## config.mk

```make
export PLATFORM = sky130hd
export DESIGN_NAME = rotate_subtract_sleep_exec
export DESIGN_NICKNAME = d
export VERILOG_FILES = /design/src/core/rssx_pkg.sv /design/src/core/rotate_subtract_sleep_exec.sv
export VERILOG_INCLUDE_DIRS = /design/src /design/src/core
export SDC_FILE = /design/constraint.sdc
export NUM_CORES = 1
export LEC_CHECK = 0
export BUFFER_PORTS_ARGS = -buffer_cell sky130_fd_sc_hd__buf_2
export CAP_MARGIN = 20
export CORE_MARGIN = 2
export CORE_UTILIZATION = 50
export CTS_BUF_LIST = sky130_fd_sc_hd__clkbuf_8 sky130_fd_sc_hd__clkbuf_16
export DETAILED_ROUTE_END_ITERATION = 8
export GPL_TIMING_DRIVEN = 0
export PLACE_DENSITY = 0.86
export SLEW_MARGIN = 10
export SYNTH_ARGS = -nofsm -noshare
export SYNTH_HDL_FRONTEND = slang
export SYNTH_SLANG_ARGS = --single-unit
```

## constraint.sdc

```tcl
create_clock -name i_ref_clk -period 3.5 [get_ports i_ref_clk]
set_input_delay 0.175 -clock i_ref_clk [delete_from_list [all_inputs] [get_ports i_ref_clk]]
set_output_delay 0.175 -clock i_ref_clk [all_outputs]
set_load 0.02 [all_outputs]
```

## src/core/rssx_defs.svh

```systemverilog
/*
  Shared constants for the rotate/subtract/sleep execution block:
  opcode fields, fixed words, flag reset values.
  Assumes inclusion by bare name from the package and the design.
*/
`ifndef RSSX_DEFS_SVH
`define RSSX_DEFS_SVH

`define OPC_HI 13
`define OPC_LO 8
`define OP_ROTATE_LEFT 6'h0d
`define OP_FILE_MINUS_W 6'h02
`define OP_LIT_MINUS_W_HI 5'h1e
`define OP_LIT_HI 13
`define OP_LIT_LO 9
`define SLEEP_WORD 14'h0063
`define DEST_BIT 7
`define FADDR_HI 6
`define FADDR_LO 0
`define LIT_HI 7
`define LIT_LO 0
`define BYTE_MSB 7
`define NIBBLE_MSB 3
`define WORK_RESET 8'h00
`define WDT_CLEAR 8'h00
`define PRESCALE_CLEAR 8'h00
`define PRESCALE_LAST 8'hff
`define COUNT_STEP 8'h01
`define ZERO_BYTE 8'h00
`define SUB_C_BIT 9
`define SUB_DC_BIT 8
`define FLAG_SET 1'b1
`define FLAG_CLEAR 1'b0
`define TIMEOUT_RESET 1'b1
`define POWERDOWN_RESET 1'b1

`endif

```

## src/core/rssx_pkg.sv

```systemverilog
/*
  Types for the execution block. Assumes rssx_defs.svh on the include path.
*/
`include "rssx_defs.svh"
package rssx_pkg;
  typedef enum logic [4:0] {
    OPK_NONE   = 5'h01,
    OPK_ROTATE = 5'h02,
    OPK_SUBLIT = 5'h04,
    OPK_SUBFIL = 5'h08,
    OPK_SLEEP  = 5'h10
  } op_kind_type;
endpackage

```

## src/core/rotate_subtract_sleep_exec.sv

```systemverilog
/*
  Executes four instructions of an 8-bit core with 14-bit words:
  rotate-left through carry, literal minus work, file minus work, sleep.
  Also keeps a stand-in watchdog count and prescaler so that the clear on
  sleep can be seen; both run on the core clock and halt while asleep.
  Assumes: one instruction word presented per cycle with i_instr_valid, the
  file operand read combinationally by the core from o_file_addr, the file
  latching the address of the issuing cycle for the write pulse that
  follows, and the core holding instructions while o_sleeping is high.
*/
// Chosen here: the placing of the registers and strobed register access.
`timescale 1ns/100ps
`include "rssx_defs.svh"

// Notes on behaviour
// - rotate left: old carry into bit 0, old bit 7 becomes carry only.
// - destination bit 0 writes work register, 1 writes file register.
// - sleep sets the time-out flag.
// - sleep clears the power-down flag.
// - sleep clears watchdog count and its prescaler.
// - sleep enters sleep mode and stops the main oscillator.
// - literal minus work into work register, updating carry, digit carry, zero.
// - file minus work into destination, updating carry, digit carry, zero.
// - subtract carry is 1 with no borrow, 0 when result negative.
module rotate_subtract_sleep_exec
  import rssx_pkg::*;
(
  input wire logic i_ref_clk,
  input wire logic i_resetn,
  input wire logic i_instr_valid,
  input wire logic [13:0] i_instr,
  input wire logic [7:0] i_file_rdata,
  input wire logic i_wake,
  output logic [6:0] o_file_addr,
  output logic o_file_we,
  output logic [7:0] o_file_wdata,
  output logic [7:0] o_work,
  output logic o_carry,
  output logic o_digit_carry_flag,
  output logic o_zero,
  output logic o_timeout_flag,
  output logic o_powerdown_flag,
  output logic [7:0] o_watchdog_counter,
  output logic [7:0] o_wdt_prescaler,
  output logic o_sleeping,
  output logic o_osc_run,
  output logic o_done
);

  // ----------------------------------------------------------------
  // helpers
  // ----------------------------------------------------------------
  // returns {carry(no borrow), digit carry(no nibble borrow), diff}
  function automatic logic [9:0] sub8(input logic [7:0] a, input logic [7:0] b);
    logic [8:0] full;
    logic [4:0] low;
    full = {1'b0, a} + {1'b0, ~b} + 9'h001;
    low = {1'b0, a[`NIBBLE_MSB:0]} + {1'b0, ~b[`NIBBLE_MSB:0]} + 5'h01;
    sub8 = {full[8], low[4], full[7:0]};
  endfunction

  // returns {carry out, rotated byte}
  function automatic logic [8:0] rotl(input logic [7:0] f, input logic c);
    rotl = {f[`BYTE_MSB], f[`BYTE_MSB-1:0], c};
  endfunction

  // sleep word is matched whole first, so no opcode field can shadow it
  function automatic op_kind_type decode_word(input logic [13:0] w);
    decode_word = OPK_NONE;
    if (w == `SLEEP_WORD) begin
      decode_word = OPK_SLEEP;
    end else if (w[`OPC_HI:`OPC_LO] == `OP_ROTATE_LEFT) begin
      decode_word = OPK_ROTATE;
    end else if (w[`OPC_HI:`OPC_LO] == `OP_FILE_MINUS_W) begin
      decode_word = OPK_SUBFIL;
    end else if (w[`OP_LIT_HI:`OP_LIT_LO] == `OP_LIT_MINUS_W_HI) begin
      decode_word = OPK_SUBLIT; // bit 8 is don't-care
    end
  endfunction

  function automatic logic is_zero(input logic [7:0] v);
    is_zero = (v == `ZERO_BYTE);
  endfunction

  // ----------------------------------------------------------------
  // decode
  // ----------------------------------------------------------------
  op_kind_type kind;
  logic wake_s1_q, wake_s2_q;
  logic [7:0] work_q, file_wdata_q;
  logic carry_q, dc_q, zero_q, to_q, pd_q, sleep_q, we_q, done_q;
  logic [7:0] wdt_q, pre_q;
  logic [9:0] sub_res;
  logic [8:0] rot_res;
  logic dest_file;
  logic dest_write;

  // nothing is taken while asleep: the core clock is notionally stopped
  always_comb begin
    kind = OPK_NONE;
    if (i_instr_valid && !sleep_q) begin
      kind = decode_word(i_instr);
    end
  end

  assign dest_file = i_instr[`DEST_BIT];
  assign dest_write = ((kind == OPK_ROTATE) || (kind == OPK_SUBFIL)) && dest_file;
  assign rot_res = rotl(i_file_rdata, carry_q);
  assign sub_res = (kind == OPK_SUBLIT) ? sub8(i_instr[`LIT_HI:`LIT_LO], work_q)
                                        : sub8(i_file_rdata, work_q);
  // combinational: the operand must be read in the issuing cycle
  assign o_file_addr = i_instr[`FADDR_HI:`FADDR_LO];

  // ----------------------------------------------------------------
  // wake input synchroniser
  // ----------------------------------------------------------------
  always_ff @(posedge i_ref_clk or negedge i_resetn) begin
    if (!i_resetn) begin
      wake_s1_q <= `FLAG_CLEAR;
      wake_s2_q <= `FLAG_CLEAR;
    end else begin
      wake_s1_q <= i_wake;
      wake_s2_q <= wake_s1_q;
    end
  end

  // ----------------------------------------------------------------
  // working register
  // ----------------------------------------------------------------
  always_ff @(posedge i_ref_clk or negedge i_resetn) begin
    if (!i_resetn) begin
      work_q <= `WORK_RESET;
    end else begin
      case (kind)
        OPK_ROTATE: begin
          if (!dest_file) begin
            work_q <= rot_res[`BYTE_MSB:0];
          end
        end
        OPK_SUBFIL: begin
          if (!dest_file) begin
            work_q <= sub_res[`BYTE_MSB:0];
          end
        end
        OPK_SUBLIT: begin
          work_q <= sub_res[`BYTE_MSB:0];
        end
        default: ;
      endcase
    end
  end

  // ----------------------------------------------------------------
  // file write-back
  // ----------------------------------------------------------------
  // one-cycle pulse; the file keeps the address of the issuing cycle
  always_ff @(posedge i_ref_clk or negedge i_resetn) begin
    if (!i_resetn) begin
      we_q <= `FLAG_CLEAR;
    end else begin
      we_q <= dest_write;
    end
  end

  // data only moves on a write, so it stays readable after the pulse
  always_ff @(posedge i_ref_clk or negedge i_resetn) begin
    if (!i_resetn) begin
      file_wdata_q <= `WORK_RESET;
    end else begin
      case (kind)
        OPK_ROTATE: begin
          if (dest_file) begin
            file_wdata_q <= rot_res[`BYTE_MSB:0];
          end
        end
        OPK_SUBFIL: begin
          if (dest_file) begin
            file_wdata_q <= sub_res[`BYTE_MSB:0];
          end
        end
        default: ;
      endcase
    end
  end

  // ----------------------------------------------------------------
  // arithmetic flags
  // ----------------------------------------------------------------
  always_ff @(posedge i_ref_clk or negedge i_resetn) begin
    if (!i_resetn) begin
      carry_q <= `FLAG_CLEAR;
    end else begin
      case (kind)
        OPK_ROTATE: begin
          carry_q <= rot_res[`BYTE_MSB+1];
        end
        OPK_SUBLIT, OPK_SUBFIL: begin
          carry_q <= sub_res[`SUB_C_BIT];
        end
        default: ;
      endcase
    end
  end

  // rotate leaves digit carry and zero alone
  always_ff @(posedge i_ref_clk or negedge i_resetn) begin
    if (!i_resetn) begin
      dc_q <= `FLAG_CLEAR;
    end else begin
      case (kind)
        OPK_SUBLIT, OPK_SUBFIL: begin
          dc_q <= sub_res[`SUB_DC_BIT];
        end
        default: ;
      endcase
    end
  end

  always_ff @(posedge i_ref_clk or negedge i_resetn) begin
    if (!i_resetn) begin
      zero_q <= `FLAG_CLEAR;
    end else begin
      case (kind)
        OPK_SUBLIT, OPK_SUBFIL: begin
          zero_q <= is_zero(sub_res[`BYTE_MSB:0]);
        end
        default: ;
      endcase
    end
  end

  // ----------------------------------------------------------------
  // power-down status and sleep
  // ----------------------------------------------------------------
  always_ff @(posedge i_ref_clk or negedge i_resetn) begin
    if (!i_resetn) begin
      to_q <= `TIMEOUT_RESET;
    end else if (kind == OPK_SLEEP) begin
      to_q <= `FLAG_SET;
    end
  end

  always_ff @(posedge i_ref_clk or negedge i_resetn) begin
    if (!i_resetn) begin
      pd_q <= `POWERDOWN_RESET;
    end else if (kind == OPK_SLEEP) begin
      pd_q <= `FLAG_CLEAR;
    end
  end

  always_ff @(posedge i_ref_clk or negedge i_resetn) begin
    if (!i_resetn) begin
      sleep_q <= `FLAG_CLEAR;
    end else if (kind == OPK_SLEEP) begin
      sleep_q <= `FLAG_SET;
    end else if (sleep_q && wake_s2_q) begin
      // wake handling proper lives elsewhere; this only restarts the clock
      sleep_q <= `FLAG_CLEAR;
    end
  end

  // ----------------------------------------------------------------
  // stand-in watchdog count and prescaler
  // ----------------------------------------------------------------
  // limitation: runs on the core clock, so it halts in sleep and can
  // never wake the core; it exists so that the clear is observable
  always_ff @(posedge i_ref_clk or negedge i_resetn) begin
    if (!i_resetn) begin
      pre_q <= `PRESCALE_CLEAR;
    end else if (kind == OPK_SLEEP) begin
      pre_q <= `PRESCALE_CLEAR;
    end else if (!sleep_q) begin
      pre_q <= pre_q + `COUNT_STEP;
    end
  end

  always_ff @(posedge i_ref_clk or negedge i_resetn) begin
    if (!i_resetn) begin
      wdt_q <= `WDT_CLEAR;
    end else if (kind == OPK_SLEEP) begin
      wdt_q <= `WDT_CLEAR;
    end else if (!sleep_q && (pre_q == `PRESCALE_LAST)) begin
      wdt_q <= wdt_q + `COUNT_STEP;
    end
  end

  // ----------------------------------------------------------------
  // completion strobe: one cycle per accepted instruction
  // ----------------------------------------------------------------
  always_ff @(posedge i_ref_clk or negedge i_resetn) begin
    if (!i_resetn) begin
      done_q <= `FLAG_CLEAR;
    end else begin
      done_q <= (kind != OPK_NONE);
    end
  end

  assign o_work = work_q;
  assign o_file_we = we_q;
  assign o_file_wdata = file_wdata_q;
  assign o_carry = carry_q;
  assign o_digit_carry_flag = dc_q;
  assign o_zero = zero_q;
  assign o_timeout_flag = to_q;
  assign o_powerdown_flag = pd_q;
  assign o_watchdog_counter = wdt_q;
  assign o_wdt_prescaler = pre_q;
  assign o_sleeping = sleep_q;
  assign o_osc_run = ~sleep_q;
  assign o_done = done_q;

endmodule

```

# Yosys cells after proc, flatten, opt, wreduce, memory -nomap -nowiden

Index checks and enable logic that the tools add are counted.

Register bits after elaboration: 41
Bits in latches: 0
RAM bits: 0
Bits in read-only memories: 0
Bits of input ports: 26
Output and inout bits: 48
Memories: 0

$add $sub $neg: 10
Multipliers: 0
Divide/modulo/power cells: 0
$lt $le $gt $ge: 0
Eq/ne operators: 15
Shift operators: 0
Mux-type cells: 19
Bitwise gates (word level): 3
Reduce and logical (&&, ||, !) cells: 15

Operator list:

| cell                                                                    | count |
|---|---|
| 8-bit two-way mux                                                       | 8 |
| 8-bit one-hot mux with 3 select lines                                   | 1 |
| 5-bit two-way mux                                                       | 4 |
| 8-bit by 8-bit adder with 9-bit output                                  | 2 |
| 9-bit by 1-bit adder with 9-bit output, second input constant           | 2 |
| 8-bit by 1-bit adder with 8-bit output, second input constant           | 2 |
| 8-bit one-hot mux with 2 select lines                                   | 1 |
| 14-bit by 7-bit == test with 1-bit output, second input constant        | 1 |
| 4-bit by 4-bit adder with 5-bit output                                  | 2 |
| 5-bit by 1-bit adder with 5-bit output, second input constant           | 2 |
| 5-bit == test, second input constant                                    | 2 |
| 10-bit two-way mux                                                      | 1 |
| 8-bit == test, second input constant                                    | 1 |
| 8-bit zero test                                                         | 1 |
| 2-bit inequality test, second input constant                            | 4 |
| 8-bit inverter                                                          | 1 |
| 2-bit nonzero test                                                      | 4 |
| 6-bit by 2-bit == test with 1-bit output, second input constant         | 1 |
| 6-bit by 4-bit == test with 1-bit output, second input constant         | 1 |
| 3-bit AND reduction                                                     | 2 |
| 5-bit by 2-bit == test with 1-bit output, second input constant         | 1 |
| 5-bit by 3-bit == test with 1-bit output, second input constant         | 1 |
| 5-bit by 4-bit == test with 1-bit output, second input constant         | 1 |
| 5-bit by 1-bit inequality test with 1-bit output, second input constant | 1 |
| other kinds (11)                                                        | 15 |

# Logic depth before layout (Yosys ltp)

Depth in word-level cells: 10
Gate-level depth with buffers: 11

# Worst setup path before layout

Ideal clock, no wire load.

Path type: register to register
Start: reg work_q[0], in the netlist o_work[0]
End: reg work_q[6], in the netlist o_work[6]
Setup time: 0.065 ns
Data arrival time: 2.359 ns
Required time: 3.435 ns
Setup slack: 1.077 ns
Stages on the path, launching flop included: 11
Path buffers: 0
Cell sequence: dfrtp_1 ha_1 inv_1 fa_1 a21o_1 a21oi_1 o21bai_1 a21oi_1 xor2_1 a2111oi_0 a21o_1

Cells in the longest elaborated chain, start to end: 6
Elaborated cells between the ends (all ways): 8

Ends and longest elaborated chain:

| item                                      | line                              | text |
|---|---|---|
| start, declared                           | rotate_subtract_sleep_exec.sv:90  | `logic [7:0] work_q, file_wdata_q;` |
| start signal, assigned                    | rotate_subtract_sleep_exec.sv:132 | `` work_q <= `WORK_RESET; `` |
| start signal, assigned                    | rotate_subtract_sleep_exec.sv:137 | `` work_q <= rot_res[`BYTE_MSB:0]; `` |
| start signal, assigned                    | rotate_subtract_sleep_exec.sv:142 | `` work_q <= sub_res[`BYTE_MSB:0]; `` |
| 8-bit inverter (*)                        | rotate_subtract_sleep_exec.sv:57  | `full = {1'b0, a} + {1'b0, ~b} + 9'h001;` |
| 8-bit by 8-bit adder with 9-bit output    | rotate_subtract_sleep_exec.sv:57  |  |
| 9-bit by 1-bit adder with 9-bit output    | rotate_subtract_sleep_exec.sv:57  |  |
| 10-bit two-way mux (*)                    | rotate_subtract_sleep_exec.sv:109 | `` assign sub_res = (kind == OPK_SUBLIT) ? sub8(i_instr[`LIT_HI:`LIT_LO], work_q) `` |
| 8-bit two-way mux                         | rotate_subtract_sleep_exec.sv:141 | `if (!dest_file) begin` |
| 8-bit one-hot mux with 3 select lines (*) | rotate_subtract_sleep_exec.sv:134 | `case (kind)` |

Every way passes the cells marked *; elsewhere a longest branch is shown, timed or not. The select of a mux whose other input is x is not followed.
A chain may end at the register's enable or synchronous reset.

# Worst setup path in the final report

Ends and elaborated chain as after synthesis.

==> flow_metrics.env <==
export IMPL_crit_type="flop to flop"
export IMPL_final_nets=419
export IMPL_cts_buffers=5
export IMPL_synth_lib_cells_used_distinct=46
export IMPL_ys_warn_count=0
export IMPL_synthArstFlopShare_pct=100
export IMPL_antenna_left=0
export IMPL_slew_violations=0
export IMPL_synth_most_common_cell="dfrtp_1"
export IMPL_synth_top_cell_by_area="dfrtp_1"
export IMPL_io_buffers=72
export IMPL_first_global_vias=2432
export IMPL_post_cts_resized=0
export IMPL_reg2reg_setup_slack_ns=0.86
export IMPL_grt_pass1_wl_mm=11.4
export IMPL_cp_start_kind="flop"
export IMPL_synthTopCellsByCount="dfrtp_1, nor2_1, nand2_1, ha_1"
export IMPL_power_total_mw=1.90
export IMPL_htree_num_levels=2
export IMPL_cp_data_arrival_time_ns=2.88
export IMPL_clkSlewWorstSetupHoldPaths_ns=0.09
export IMPL_setup_viol=0
export IMPL_max_freq_mhz=379
export IMPL_max_slew_margin_pct=39.3
export IMPL_holdCritPathClass="input port to async pin"
export IMPL_outcome="finished, final reports clean"
export IMPL_dieArea_sq_um=6010
export IMPL_syn_cell_area_sq_um=2700
export IMPL_cts_tree="yes"
export IMPL_worstSetupStartpoint="o_work[0]"
export IMPL_fin_crit_sh_pct=75.3
export IMPL_maxCapViolCount=0
export IMPL_reg2reg_from="o_work[0]"
export IMPL_seq_area_frac_synth_pct=38.0
export IMPL_synth_edf_count=0
export IMPL_rows=26
export IMPL_vias_per_cell=5.54
export IMPL_gr_total_overflow=0
export IMPL_grt_antenna_before_repair=0
export IMPL_yosys_register_bits=41
export IMPL_cts_path_max_buffers=2
export IMPL_wirelength_mm=6.89
export IMPL_tightest_slew_ns=0.911
export IMPL_syn_inst=293
export IMPL_avgSynthCellArea_sq_um=9.23
export IMPL_pin_count=74
export IMPL_syn_num_nets=339
export IMPL_synth_top_area_share_pct=37.0
export IMPL_area_delta_synth_final_pct=20.1
export IMPL_fin_ws_ns=0.865
export IMPL_drcViolationCount=0
export IMPL_antenna_diode_count=0
export IMPL_clkLatencyLatePin_ns=0.30
export IMPL_cts_root_buf="clkbuf_8"
export IMPL_critPathMaxFanout=4
export IMPL_power_leakage_nw=1.63
export IMPL_drive_above_1_share_pct=25.9
export IMPL_synthFlopType="dfrtp_1"
export IMPL_skew_ns=0.00567
export IMPL_place_ws_ns=0.929
export IMPL_start_util_pct=52.3
export IMPL_nFillCells=453
export IMPL_setup_tns_ns=0
export IMPL_drtIter0Drc=132
export IMPL_final_hold_violation_count=0
export IMPL_vias=2458
export IMPL_critical_path_endpoint_type="flop"
export IMPL_dieWidth_microns=77.5
export IMPL_grt_start_max_net_pins=42
export IMPL_wl_per_cell_microns=15.5
export IMPL_fin_crit_ns=2.64
export IMPL_hold_ws_ns=0.00575
export IMPL_rsz0062_at_grt="no"
export IMPL_dp_hpwl_mm=5.34
export IMPL_fp_coreArea_sq_um=5170
export IMPL_required_ns=3.75
export IMPL_grt_usage_pct=23.7
export IMPL_synthTopCellsByArea="dfrtp_1, ha_1, xor2_1, nor2_1, mux2i_1"
export IMPL_cts_sinks=41
export IMPL_worst_r2r_endpoint="o_work[6]"
export IMPL_reg2reg_depth=10
export IMPL_power_density_nw_per_um2=585
export IMPL_irDropWorstVdd_v=0.000284
export IMPL_die_h_microns=77.5
export IMPL_gp_congestion=0.895
export IMPL_drt_pass1_iterations=4
[area by class of cell]
cell class | instances | area [sq um] | area share (%)
Sequential cell | 41 | 1030 | 31.6
Clock buffer | 5 | 68.8 | 2.12
Clock inverter | 3 | 17.5 | 0.539
Multi-Input combinational cell | 224 | 1540 | 47.4
Inverter | 14 | 52.6 | 1.62
Buffer | 14 | 85.1 | 2.62
Timing Repair Buffer | 73 | 370 | 11.4
Tap cell | 70 | 87.6 | 2.70
[logic make-up (layout without fill, tap and decap cells)]
group | after synthesis | after routing | synth area share (%)
flops | 41 | 41 | 38.0
fa+ha+maj | 20 | 20 | 9.81
mux | 12 | 12 | 4.44
buf+inv | 28 | 109 | 5.09
other cells | 1 | 1 | 0.139
compound gates | 63 | 63 | 15.2
xor+xnor | 24 | 24 | 7.77
simple gates | 104 | 104 | 19.6
[how the worst max path moves through the flow]
stage / endpoint / cells after the start
global route: o_work[6] / 10
CTS: o_work[6] / 10
global placement: o_work[6] / 12
detailed placement: o_work[6] / 12
floorplan: o_work[6] / 10
finish: o_work[6] / 10
[timing repair]
action,4_1_cts,5_1_grt
hold buffers,1,0
endpoints found under the hold margin,1,0
setup buffers,0,0
endpoints found under the setup margin,0,0
[stage by stage]
stage	util [%]	instance area (sq um)	std cells
2_1_floorplan	-	2700	293
5_1_grt	62.8	3250	444
4_1_cts	62.8	3250	444
6_report	62.8	3250	444
3_5_place_dp	60.9	3150	435
3_3_place_gp	60.9	3150	435
[report_power, final]
group	switching [mW]	leakage (nW)	internal (mW)	total (mW)
Sequential	0.114	0.508	0.585	0.699
Combinational	0.529	1.08	0.357	0.886
Clock	0.177	0.0439	0.138	0.315
[critical path: stages, from the launching register on]
cell and delay, ns:
dfrtp_1 0.41, ha_1 0.21, inv_1 0.06, fa_1 0.40, a21o_1 0.17, a21oi_1 0.30, o21bai_1 0.12, a21oi_1 0.23
xor2_1 0.13, a2111oi_0 0.42, a21o_1 0.12
[per-layer routing]
layer / share of wire (%) / wire (microns) / vias up / track usage [%]
li1: - / - / 1189 / -
met1: 43 / 2940 / 1153 / 30.3
met2: 49 / 3400 / 105 / 40.6
met3: 6.7 / 463 / 11 / 4.42
met4: 1.2 / 85 / 0 / 7.14
met5: 0 / 0 / - / 0
[cells in the final DEF, fill, tap and decap left out, types with 8 or more instances in the layout]
| cell type | n |
|---|---|
| inv_1 | 14 |
| a21o_1 | 11 |
| nand4_1 | 8 |
| a21oi_1 | 12 |
| xnor2_1 | 9 |
| dfrtp_1 | 40 |
| ha_1 | 18 |
| nor2_1 | 34 |
| buf_2 | 74 |
| xor2_1 | 15 |
| mux2i_1 | 12 |
| o21ai_0 | 15 |
| a211oi_1 | 8 |
| buf_4 | 8 |
| nand2_1 | 27 |
[registers in the layout, summed over array words and instances (netlist names)]
signal              count
o_watchdog_counter      8
wake_s2_q               1
o_work                  8
o_zero                  1
o_file_wdata            8
o_wdt_prescaler         8
o_powerdown_flag        1
o_file_we               1
o_sleeping              1
o_digit_carry_flag      1
wake_s1_q               1
o_carry                 1
o_done                  1
Note: power is estimated with default switching activity, not from simulation.
